<file path="config.mk">
export PLATFORM = sky130hd
export DESIGN_NAME = sample_interval_sequencer
export DESIGN_NICKNAME = d
export VERILOG_FILES = /design/src/rtl/seq_pkg.sv /design/src/rtl/sample_interval_sequencer.sv
export SDC_FILE = /design/constraint.sdc
export NUM_CORES = 1
export LEC_CHECK = 0
export ABC_AREA = 1
export ABC_CLOCK_PERIOD_IN_PS = 22400
export BUFFER_PORTS_ARGS = -buffer_cell sky130_fd_sc_hd__buf_2
export CORE_ASPECT_RATIO = 1.75
export CORE_MARGIN = 4
export CORE_UTILIZATION = 29
export CTS_BUF_LIST = sky130_fd_sc_hd__clkbuf_16
export CTS_CLUSTER_DIAMETER = 100
export DETAILED_ROUTE_END_ITERATION = 8
export PLACE_DENSITY = 0.54
export SYNTH_ARGS = -nofsm -noshare
export SYNTH_HDL_FRONTEND = slang
export SYNTH_SLANG_ARGS = --single-unit
</file>
<file path="constraint.sdc">
create_clock -name clk -period 22.4 [get_ports clk]
set_clock_uncertainty 0.2 [all_clocks]
set_input_delay 4.48 -clock clk [delete_from_list [all_inputs] [get_ports clk]]
set_output_delay 4.48 -clock clk [all_outputs]
set_load 0.05 [all_outputs]
</file>
<file path="src/rtl/seq_pkg.sv">
/*
  constants, state type and carrier structs for the sample interval sequencer.
  assumes one 50 mhz clock; keypad events arrive already decoded and clock-synchronous.
*/
// Behaviour
// store twelve intervals, one minute to 99:59
// interval entered as hh:mm, committed on enter
// bare enter repeats current interval, bumps count
// repeats leave distinct index unchanged
// equal value after different one is distinct
// twelfth distinct interval closes entry, awaits start
// program key ends entry, keeps logged intervals
// expiry triggers sample, next countdown starts
// each trigger draws and deposits one sample
// run stops when done or bottle full
// show remaining remaining_time_view
// delay mode: closure starts delay countdown
// delay end samples, bumps tally, rewaits closure
// delay mode ends on bottle full; ST_DELAY ignores full, so the delay runs out and samples first
// contact input synchronised and edge detected
// closures during delay or sampling ignored
// countdowns tick per minute; reset clears all
`default_nettype none
package seq_pkg;
  // ***********************************************************
  // sizes and timing
  // ***********************************************************
  localparam int unsigned MAX_SLOTS = 12;      // distinct interval slots
  localparam int unsigned MAX_MINUTES = 5999;  // 99 h 59 min
  localparam int unsigned MIN_W = 13;          // minute counter width
  localparam int unsigned CLK_HZ = 50000000;   // system clock rate
  localparam int unsigned MINUTE_S = 60;       // timebase period in seconds
  localparam int unsigned MINUTE_CYCLES = CLK_HZ * MINUTE_S;  // 3e9, fits 32 bits
  localparam int unsigned REP_W = 8;           // repeat count width
  localparam int unsigned TALLY_W = 16;        // sample tally width

  // ***********************************************************
  // types
  // ***********************************************************
  typedef enum logic [1:0] {
    MODE_IDLE,
    MODE_SCHEDULE,
    MODE_DELAY
  } run_mode_t;

  typedef enum logic [2:0] {
    ST_IDLE,
    ST_ENTRY,
    ST_AWAIT_START,
    ST_RUN,
    ST_SAMPLE,
    ST_WAIT_CLOSE,
    ST_DELAY,
    ST_DONE
  } seq_state_t;

  // keypad event bundle, one-cycle strobes
  typedef struct packed {
    logic enter;           // commit or repeat
    logic prog;            // end entry
    logic start;           // start run
    logic digits_valid;    // a fresh hh:mm value accompanies enter
    logic [6:0] hours;     // 0..99
    logic [5:0] minutes;   // 0..59
  } keypad_t;

  // display bundle
  typedef struct packed {
    logic [3:0] slot_index;         // distinct interval count; slot in hand in a schedule run
    logic [REP_W-1:0] repeat_count; // copies of current interval
    logic [MIN_W-1:0] remaining;    // minutes to next sample
    logic [TALLY_W-1:0] tally;      // samples taken in delay mode
  } display_t;
endpackage : seq_pkg
`default_nettype wire
</file>
<file path="src/rtl/sample_interval_sequencer.sv">
/*
  sample interval sequencer: schedule mode and contact-delay mode.
  assumes keypad strobes are synchronous one-cycle pulses, and the pump
  reports sample_done as a one-cycle pulse after each sample_req.
*/
`default_nettype none
module sample_interval_sequencer
  import seq_pkg::*;
#(
  parameter int unsigned MINUTE_TICKS = MINUTE_CYCLES  // shorten in simulation
) (
  input wire logic clk,
  input wire logic rst,
  input wire logic ce,
  input wire logic mode_delay,        // 1 selects delay mode at entry start
  input wire keypad_t keys,
  input wire logic [MIN_W-1:0] delay_minutes,
  input wire logic contact_in,        // raw external contact, async
  input wire logic bottle_full,       // from mechanism, async
  input wire logic sample_done,       // pump finished a sample
  output logic sample_req,            // pulse: draw one sample
  output logic await_start,           // awaiting-start prompt
  output logic running,
  output logic program_done,
  output display_t disp
);
  // ***********************************************************
  // storage
  // ***********************************************************
  logic [MIN_W-1:0] interval_mem [MAX_SLOTS];  // distinct intervals
  logic [REP_W-1:0] repeat_mem [MAX_SLOTS];    // copies per interval
  seq_state_t state_r;
  logic delay_mode_r;               // latched mode
  logic [3:0] slots_r;              // distinct intervals logged
  logic [3:0] run_slot_r;           // slot being counted down
  logic [REP_W-1:0] run_rep_r;      // copies left of that slot
  logic [MIN_W-1:0] remain_r;       // countdown in minutes
  logic [TALLY_W-1:0] tally_r;
  logic [31:0] tick_cnt_r;          // minute prescaler
  logic sample_req_r;
  logic [2:0] contact_sync_r;       // two-stage sync plus edge history
  logic [1:0] full_sync_r;

  // ***********************************************************
  // input synchronisers
  // ***********************************************************
  // stage 0 is read only by stage 1, so metastability stays contained
  always_ff @(posedge clk or posedge rst) begin
    if (rst) begin
      contact_sync_r <= 3'h0;
      full_sync_r <= 2'h0;
    end else if (ce) begin
      contact_sync_r <= {contact_sync_r[1:0], contact_in};
      full_sync_r <= {full_sync_r[0], bottle_full};
    end
  end

  wire closure_edge = contact_sync_r[1] & ~contact_sync_r[2];
  wire full = full_sync_r[1];

  // ***********************************************************
  // minute timebase
  // ***********************************************************
  wire counting = (state_r == ST_RUN) || (state_r == ST_DELAY);
  wire minute_tick = counting && (tick_cnt_r == MINUTE_TICKS - 1);

  always_ff @(posedge clk or posedge rst) begin
    if (rst) begin
      tick_cnt_r <= 32'h0;
    end else if (ce) begin
      // prescaler restarts with each countdown so a full minute elapses
      if (!counting || minute_tick) begin
        tick_cnt_r <= 32'h0;
      end else begin
        tick_cnt_r <= tick_cnt_r + 32'h1;
      end
    end
  end

  // ***********************************************************
  // entry decode
  // ***********************************************************
  // operands widened first so the hours product cannot wrap at seven bits
  wire [MIN_W-1:0] key_value = (MIN_W'(keys.hours) * MIN_W'(7'd60)) + MIN_W'(keys.minutes);
  wire value_ok = (key_value != '0) && (key_value <= MIN_W'(MAX_MINUTES));
  wire last_slot_valid = (slots_r != 4'h0);
  wire [3:0] last_slot = slots_r - 4'h1;
  wire is_repeat = keys.enter && !keys.digits_valid && last_slot_valid;
  // a new value, even equal to an older one, is distinct unless it matches the last
  wire same_as_last = last_slot_valid && (interval_mem[last_slot] == key_value);
  wire is_new = keys.enter && keys.digits_valid && value_ok && !same_as_last;
  wire is_dup = keys.enter && keys.digits_valid && value_ok && same_as_last;
  wire expired = minute_tick && (remain_r == MIN_W'(1));
  wire more_copies = (run_rep_r > REP_W'(1));
  wire [3:0] next_slot = run_slot_r + 4'h1;
  wire more_slots = (next_slot < slots_r);

  // ***********************************************************
  // sequencer
  // ***********************************************************
  always_ff @(posedge clk or posedge rst) begin
    if (rst) begin
      state_r <= ST_IDLE;
      delay_mode_r <= 1'b0;
      slots_r <= 4'h0;
      run_slot_r <= 4'h0;
      run_rep_r <= '0;
      remain_r <= '0;
      tally_r <= '0;
      sample_req_r <= 1'b0;
      for (int i = 0; i < MAX_SLOTS; i++) begin
        interval_mem[i] <= '0;
        repeat_mem[i] <= '0;
      end
    end else if (ce) begin
      sample_req_r <= 1'b0;
      unique case (state_r)
        ST_IDLE, ST_DONE: begin
          // program key opens entry, or in delay mode goes straight to the start prompt
          if (keys.prog) begin
            delay_mode_r <= mode_delay;
            slots_r <= 4'h0;
            tally_r <= '0;
            state_r <= mode_delay ? ST_AWAIT_START : ST_ENTRY;
          end
        end
        ST_ENTRY: begin
          if (keys.prog) begin
            state_r <= ST_AWAIT_START;
          end else if (is_new) begin
            interval_mem[slots_r] <= key_value;
            repeat_mem[slots_r] <= REP_W'(1);
            slots_r <= slots_r + 4'h1;
            if (slots_r == 4'(MAX_SLOTS - 1)) begin
              state_r <= ST_AWAIT_START;
            end
          end else if ((is_repeat || is_dup) && repeat_mem[last_slot] != '1) begin
            // index untouched; saturates rather than wrapping
            repeat_mem[last_slot] <= repeat_mem[last_slot] + REP_W'(1);
          end
        end
        ST_AWAIT_START: begin
          if (keys.start) begin
            if (delay_mode_r) begin
              state_r <= ST_WAIT_CLOSE;
            end else if (slots_r == 4'h0) begin
              state_r <= ST_DONE;  // nothing to run
            end else begin
              run_slot_r <= 4'h0;
              run_rep_r <= repeat_mem[0];
              remain_r <= interval_mem[0];
              state_r <= ST_RUN;
            end
          end
        end
        ST_RUN: begin
          if (full) begin
            state_r <= ST_DONE;
          end else if (expired) begin
            sample_req_r <= 1'b1;
            state_r <= ST_SAMPLE;
            // next countdown loaded now; it resumes after the sample
            if (more_copies) begin
              run_rep_r <= run_rep_r - REP_W'(1);
              remain_r <= interval_mem[run_slot_r];
            end else if (more_slots) begin
              run_slot_r <= next_slot;
              run_rep_r <= repeat_mem[next_slot];
              remain_r <= interval_mem[next_slot];
            end else begin
              run_rep_r <= '0;
              remain_r <= '0;
            end
          end else if (minute_tick) begin
            remain_r <= remain_r - MIN_W'(1);
          end
        end
        ST_SAMPLE: begin
          // one sample must finish before anything else is serviced
          if (sample_done) begin
            if (delay_mode_r) begin
              tally_r <= tally_r + TALLY_W'(1);
              state_r <= full ? ST_DONE : ST_WAIT_CLOSE;
            end else if (full || remain_r == '0) begin
              state_r <= ST_DONE;
            end else begin
              state_r <= ST_RUN;
            end
          end
        end
        ST_WAIT_CLOSE: begin
          if (full) begin
            state_r <= ST_DONE;
          end else if (closure_edge) begin
            remain_r <= delay_minutes;
            state_r <= (delay_minutes == '0) ? ST_SAMPLE : ST_DELAY;
            sample_req_r <= (delay_minutes == '0);
          end
        end
        ST_DELAY: begin
          // closure edges are not looked at here, so none queue up
          if (expired) begin
            remain_r <= '0;
            sample_req_r <= 1'b1;
            state_r <= ST_SAMPLE;
          end else if (minute_tick) begin
            remain_r <= remain_r - MIN_W'(1);
          end
        end
      endcase
    end
  end

  // ***********************************************************
  // registered outputs
  // ***********************************************************
  // run view shows the slot in hand; elsewhere the count of logged slots
  wire in_schedule_run = !delay_mode_r && ((state_r == ST_RUN) || (state_r == ST_SAMPLE));
  wire [3:0] shown_slot = in_schedule_run ? run_slot_r + 4'h1 : slots_r;
  wire [REP_W-1:0] shown_rep = last_slot_valid ? repeat_mem[last_slot] : '0;

  always_ff @(posedge clk or posedge rst) begin
    if (rst) begin
      sample_req <= 1'b0;
      await_start <= 1'b0;
      running <= 1'b0;
      program_done <= 1'b0;
      disp <= '0;
    end else if (ce) begin
      sample_req <= sample_req_r;
      await_start <= (state_r == ST_AWAIT_START);
      running <= (state_r == ST_RUN) || (state_r == ST_SAMPLE) ||
                 (state_r == ST_WAIT_CLOSE) || (state_r == ST_DELAY);
      program_done <= (state_r == ST_DONE);
      disp.slot_index <= shown_slot;
      disp.repeat_count <= shown_rep;
      disp.remaining <= remain_r;
      disp.tally <= tally_r;
    end
  end
endmodule : sample_interval_sequencer
`default_nettype wire

</file>
==> flow_metrics.env <==
export IMPL_r2r_end="repeat_mem[82]$_DFFE_PP0P_"
export IMPL_cts_sinks=384
export IMPL_syn_inst=3978
export IMPL_drv_cap=0
export IMPL_tritoncts="yes"
export IMPL_seq_area_frac_synth_pct=36.3
export IMPL_outcome="completed"
export IMPL_io_pins=82
export IMPL_cp_depth=28
export IMPL_yosys_most_used_dff="dfrtp_1"
export IMPL_ant_nets=0
export IMPL_start_util_pct=29.2
export IMPL_whs_path_depth=2
export IMPL_use_met2_pct=37.5
export IMPL_portBuffers=81
export IMPL_hold_path_class="flip-flop to flip-flop"
export IMPL_dpl_cell_area_sq_um=27600
export IMPL_power_density_nw_per_um2=107
export IMPL_synthArstFlopShare_pct=100
export IMPL_grt_pass1_vias=26018
export IMPL_worst_pin_slew_ns=1.27
export IMPL_synthMuxAreaShare_pct=0
export IMPL_avgViaCountPerCell=5.35
export IMPL_period_share_pct=48.9
export IMPL_finalNonFillerCells=5118
export IMPL_busiest_layer="met2"
export IMPL_finalSetupViolations=0
export IMPL_fin_nets=3987
export IMPL_cp_slowest_stage_delay_ns=0.63
export IMPL_areaGrowthSynthToFinish_pct=9.51
export IMPL_antenna_cells=0
export IMPL_dieArea_sq_um=96300
export IMPL_worstPathMaxFanout=87
export IMPL_wl_um=107000
export IMPL_final_min_clock_period_ns=10.95
export IMPL_cp_common_cell="nand2_1"
export IMPL_die_w_um=236
export IMPL_drt_iter0_drc=2307
export IMPL_start_kind="primary input"
export IMPL_r2r_cells=20
export IMPL_crit_family="simple AND/OR/NAND/NOR gates"
export IMPL_multi_input_area_sq_um=14600
export IMPL_rsz0062_at_grt="no"
export IMPL_crit_required_ns=22.68
export IMPL_syn_area_per_cell_sq_um=6.65
export IMPL_worst_setup_path_type="primary input to flip-flop"
export IMPL_wl_per_cell_um=20.8
export IMPL_synth_simple_gate_area_share_pct=31.2
export IMPL_cp_slowest_cell="buf_4"
export IMPL_grt_max_degree=122
export IMPL_crit_buf_inv=7
export IMPL_cts_hold_buf=0
export IMPL_maxSlewHeadroom_pct=14.5
export IMPL_num_rows=146
export IMPL_synth_compound_area_share_pct=20.4
export IMPL_worstSetupEndpointType="flip-flop"
export IMPL_htreeDepth=2
export IMPL_place_congestion=0.910
export IMPL_fillers=10046
export IMPL_post_cts_buffers=0
export IMPL_die_y_um=408
export IMPL_syn_num_nets=4063
export IMPL_synth_edf_count=0
export IMPL_grt_usage_pct=21.3
export IMPL_r2r_start="slots_r[0]$_DFFE_PP0P_"
export IMPL_worstSkewPairLatency_ns=0.61
export IMPL_antenna_found_initial=0
export IMPL_drc=0
export IMPL_post_cts_resized=0
export IMPL_min_from="contact_sync_r[0]$_DFFE_PP0P_"
export IMPL_cts_buffers=41
export IMPL_drt_first_pass_iters=6
export IMPL_core_area_sq_um=90600
export IMPL_syn_area_sq_um=26500
export IMPL_power_leakage_nw=12.9
export IMPL_hpwl_um=72600
export IMPL_synthXorXnorAreaFrac_pct=0.686
export IMPL_grtUsageMet3_pct=2.32
export IMPL_layout_setup_ws_ns=11.45
export IMPL_min_to="contact_sync_r[0]$_DFFE_PP0P_"
export IMPL_dp_cells=5043
export IMPL_clockRootBuffer="clkbuf_16"
export IMPL_drive_above_1_share_pct=6.51
export IMPL_power_mw=3.11
export IMPL_grt_pass1_wl_um=161000
export IMPL_synth_adder_area_share_pct=2.61
export IMPL_fmax_mhz=91.3
export IMPL_slew_viol_final=0
export IMPL_ir_drop_mv=0.0640
export IMPL_overflow=0
export IMPL_vias=27372
export IMPL_tns_ns=0
export IMPL_synth_seq_cells=384
export IMPL_ys_types=56
export IMPL_pre_cts_slack_ns=10.91
export IMPL_clk_pin_slew_ns=0.07
export IMPL_critPathArrivalTime_ns=11.23
export IMPL_stdcell_area_sq_um=29000
export IMPL_seqCellArea_sq_um=9620
export IMPL_use_met1_pct=22.6
export IMPL_hold_violations=0
export IMPL_yosys_warnings=0
export IMPL_synth_top_family_by_area="simple AND/OR/NAND/NOR gates"
export IMPL_clockBufferDepth=3
export IMPL_r2r_setup_slack_ns=14.79
synth_stat cells, types with 17 or more instances:
master,number,area [sq um]
nor2_1,325,1220
nand4_1,50,313
inv_1,297,1110
nand2_1,1168,4380
dfrtp_1,384,9610
nand3_1,317,1590
o21ai_1,45,225
nor3_1,33,165
clkbuf_1,146,548
o311ai_0,18,158
o21ai_0,538,2690
ha_1,36,450
a21oi_1,305,1530
buf_4,17,128
buf_2,62,310
o211ai_1,28,210
cells by family (layout without fill, tap and decap cells):
kind of cell             after synthesis  count (layout)
XOR/XNOR                              19              19
AO/OA/AOI/OAI                       1008            1008
buffers and inverters                558             514
AND/OR/NAND/NOR                     1961            1961
adder cells (fa/ha/maj)               48              48
flip-flops                           384             384
placed cells by master, fill, tap and decap left out, types with 5 or more instances in the layout:
cell       instances
o21ai_0          538
buf_2             81
a211oi_1          13
nor2_1           325
inv_2             11
clkinv_2          10
clkbuf_16         41
nand3_2            6
dfrtp_1          381
ha_1              34
nand2_1         1168
o221ai_1          15
a21oi_1          305
o22ai_1            5
bufinv_16          5
nor4_1            15
a31oi_1            9
buf_4             41
fa_1              12
clkinv_1          18
xor2_1             7
nand3b_1           6
nand2_2           16
nand3_4            8
inv_1            297
nand4_1           50
o211ai_1          28
o311ai_0          18
xor2_2             5
a221oi_1           6
o21a_1             5
o21ai_1           45
nand3_1          317
a22oi_1            5
nor3_1            31
final cells by class:
type,instances,area share (%)
clock buffer,41,3.54
clock inverter,34,1.07
inverter,317,4.17
multi-input combinational,3036,50.4
sequential,384,33.2
tap,1184,5.11
timing repair buffer,122,2.46
power breakdown:
group | total (mW) | switching [mW] | internal [mW] | leakage [nW]
registers | 0.829 | 0.0763 | 0.752 | 5.27
logic | 1.56 | 1.18 | 0.385 | 6.94
clock network | 0.717 | 0.323 | 0.394 | 0.665
total | 3.11 | 1.58 | 1.53 | 12.9
worst max path at each step:
stage,endpoint,slack (ns),from
floorplan,await_start$_DFFE_PP0P_,7.05,rst
global placement,repeat_mem[80]$_DFFE_PP0P_,10.98,keys[6]
detailed placement,repeat_mem[82]$_DFFE_PP0P_,10.91,keys[6]
CTS,repeat_mem[82]$_DFFE_PP0P_,11.53,keys[6]
global route,repeat_mem[87]$_DFFE_PP0P_,10.90,keys[6]
finish,repeat_mem[82]$_DFFE_PP0P_,11.45,keys[6]
flip-flops by register name, summed over array words and instances, names as in the netlist, 3 cells and up:
register and flops:
state_r 3, remain_r 13, slots_r 4, repeat_mem 96, run_rep_r 8, run_slot_r 4
disp 41, tick_cnt_r 32, contact_sync_r 3, tally_r 16, interval_mem 156
routing by layer:
metal  part of all wire (%)  vias to the layer above
met5                      0                        -
met4                     10                        0
met3                    4.6                      383
met2                     49                      992
met1                     36                    12934
li1                       -                    13063
worst register-to-register path, cell delays in order (launching register included):
cell and delay, ns:
dfrtp_4 0.67, clkinv_2 0.12, buf_4 0.70, nand3_2 0.24, nand2_2 0.45, inv_2 0.42
nor2_2 0.99, inv_2 0.16, a21oi_1 0.18, o22ai_1 0.16, nor2_1 0.13, nor2_1 0.09
nand2_4 0.38, nand2_8 0.44, inv_6 0.39, nand2_2 0.10, nand2_4 0.46, buf_4 0.63
nand2_1 0.37, nand2_1 0.15, nand2_1 0.05
metrics by stage:
stage	util, %	hold WS, ns
detailed placement	30.5	0.258
finish	32.0	0.274
global placement	30.5	0.257
global route	32.0	0.296
CTS	32.0	0.275
floorplan	-	0.234
(Power assumes the default switching activity.)
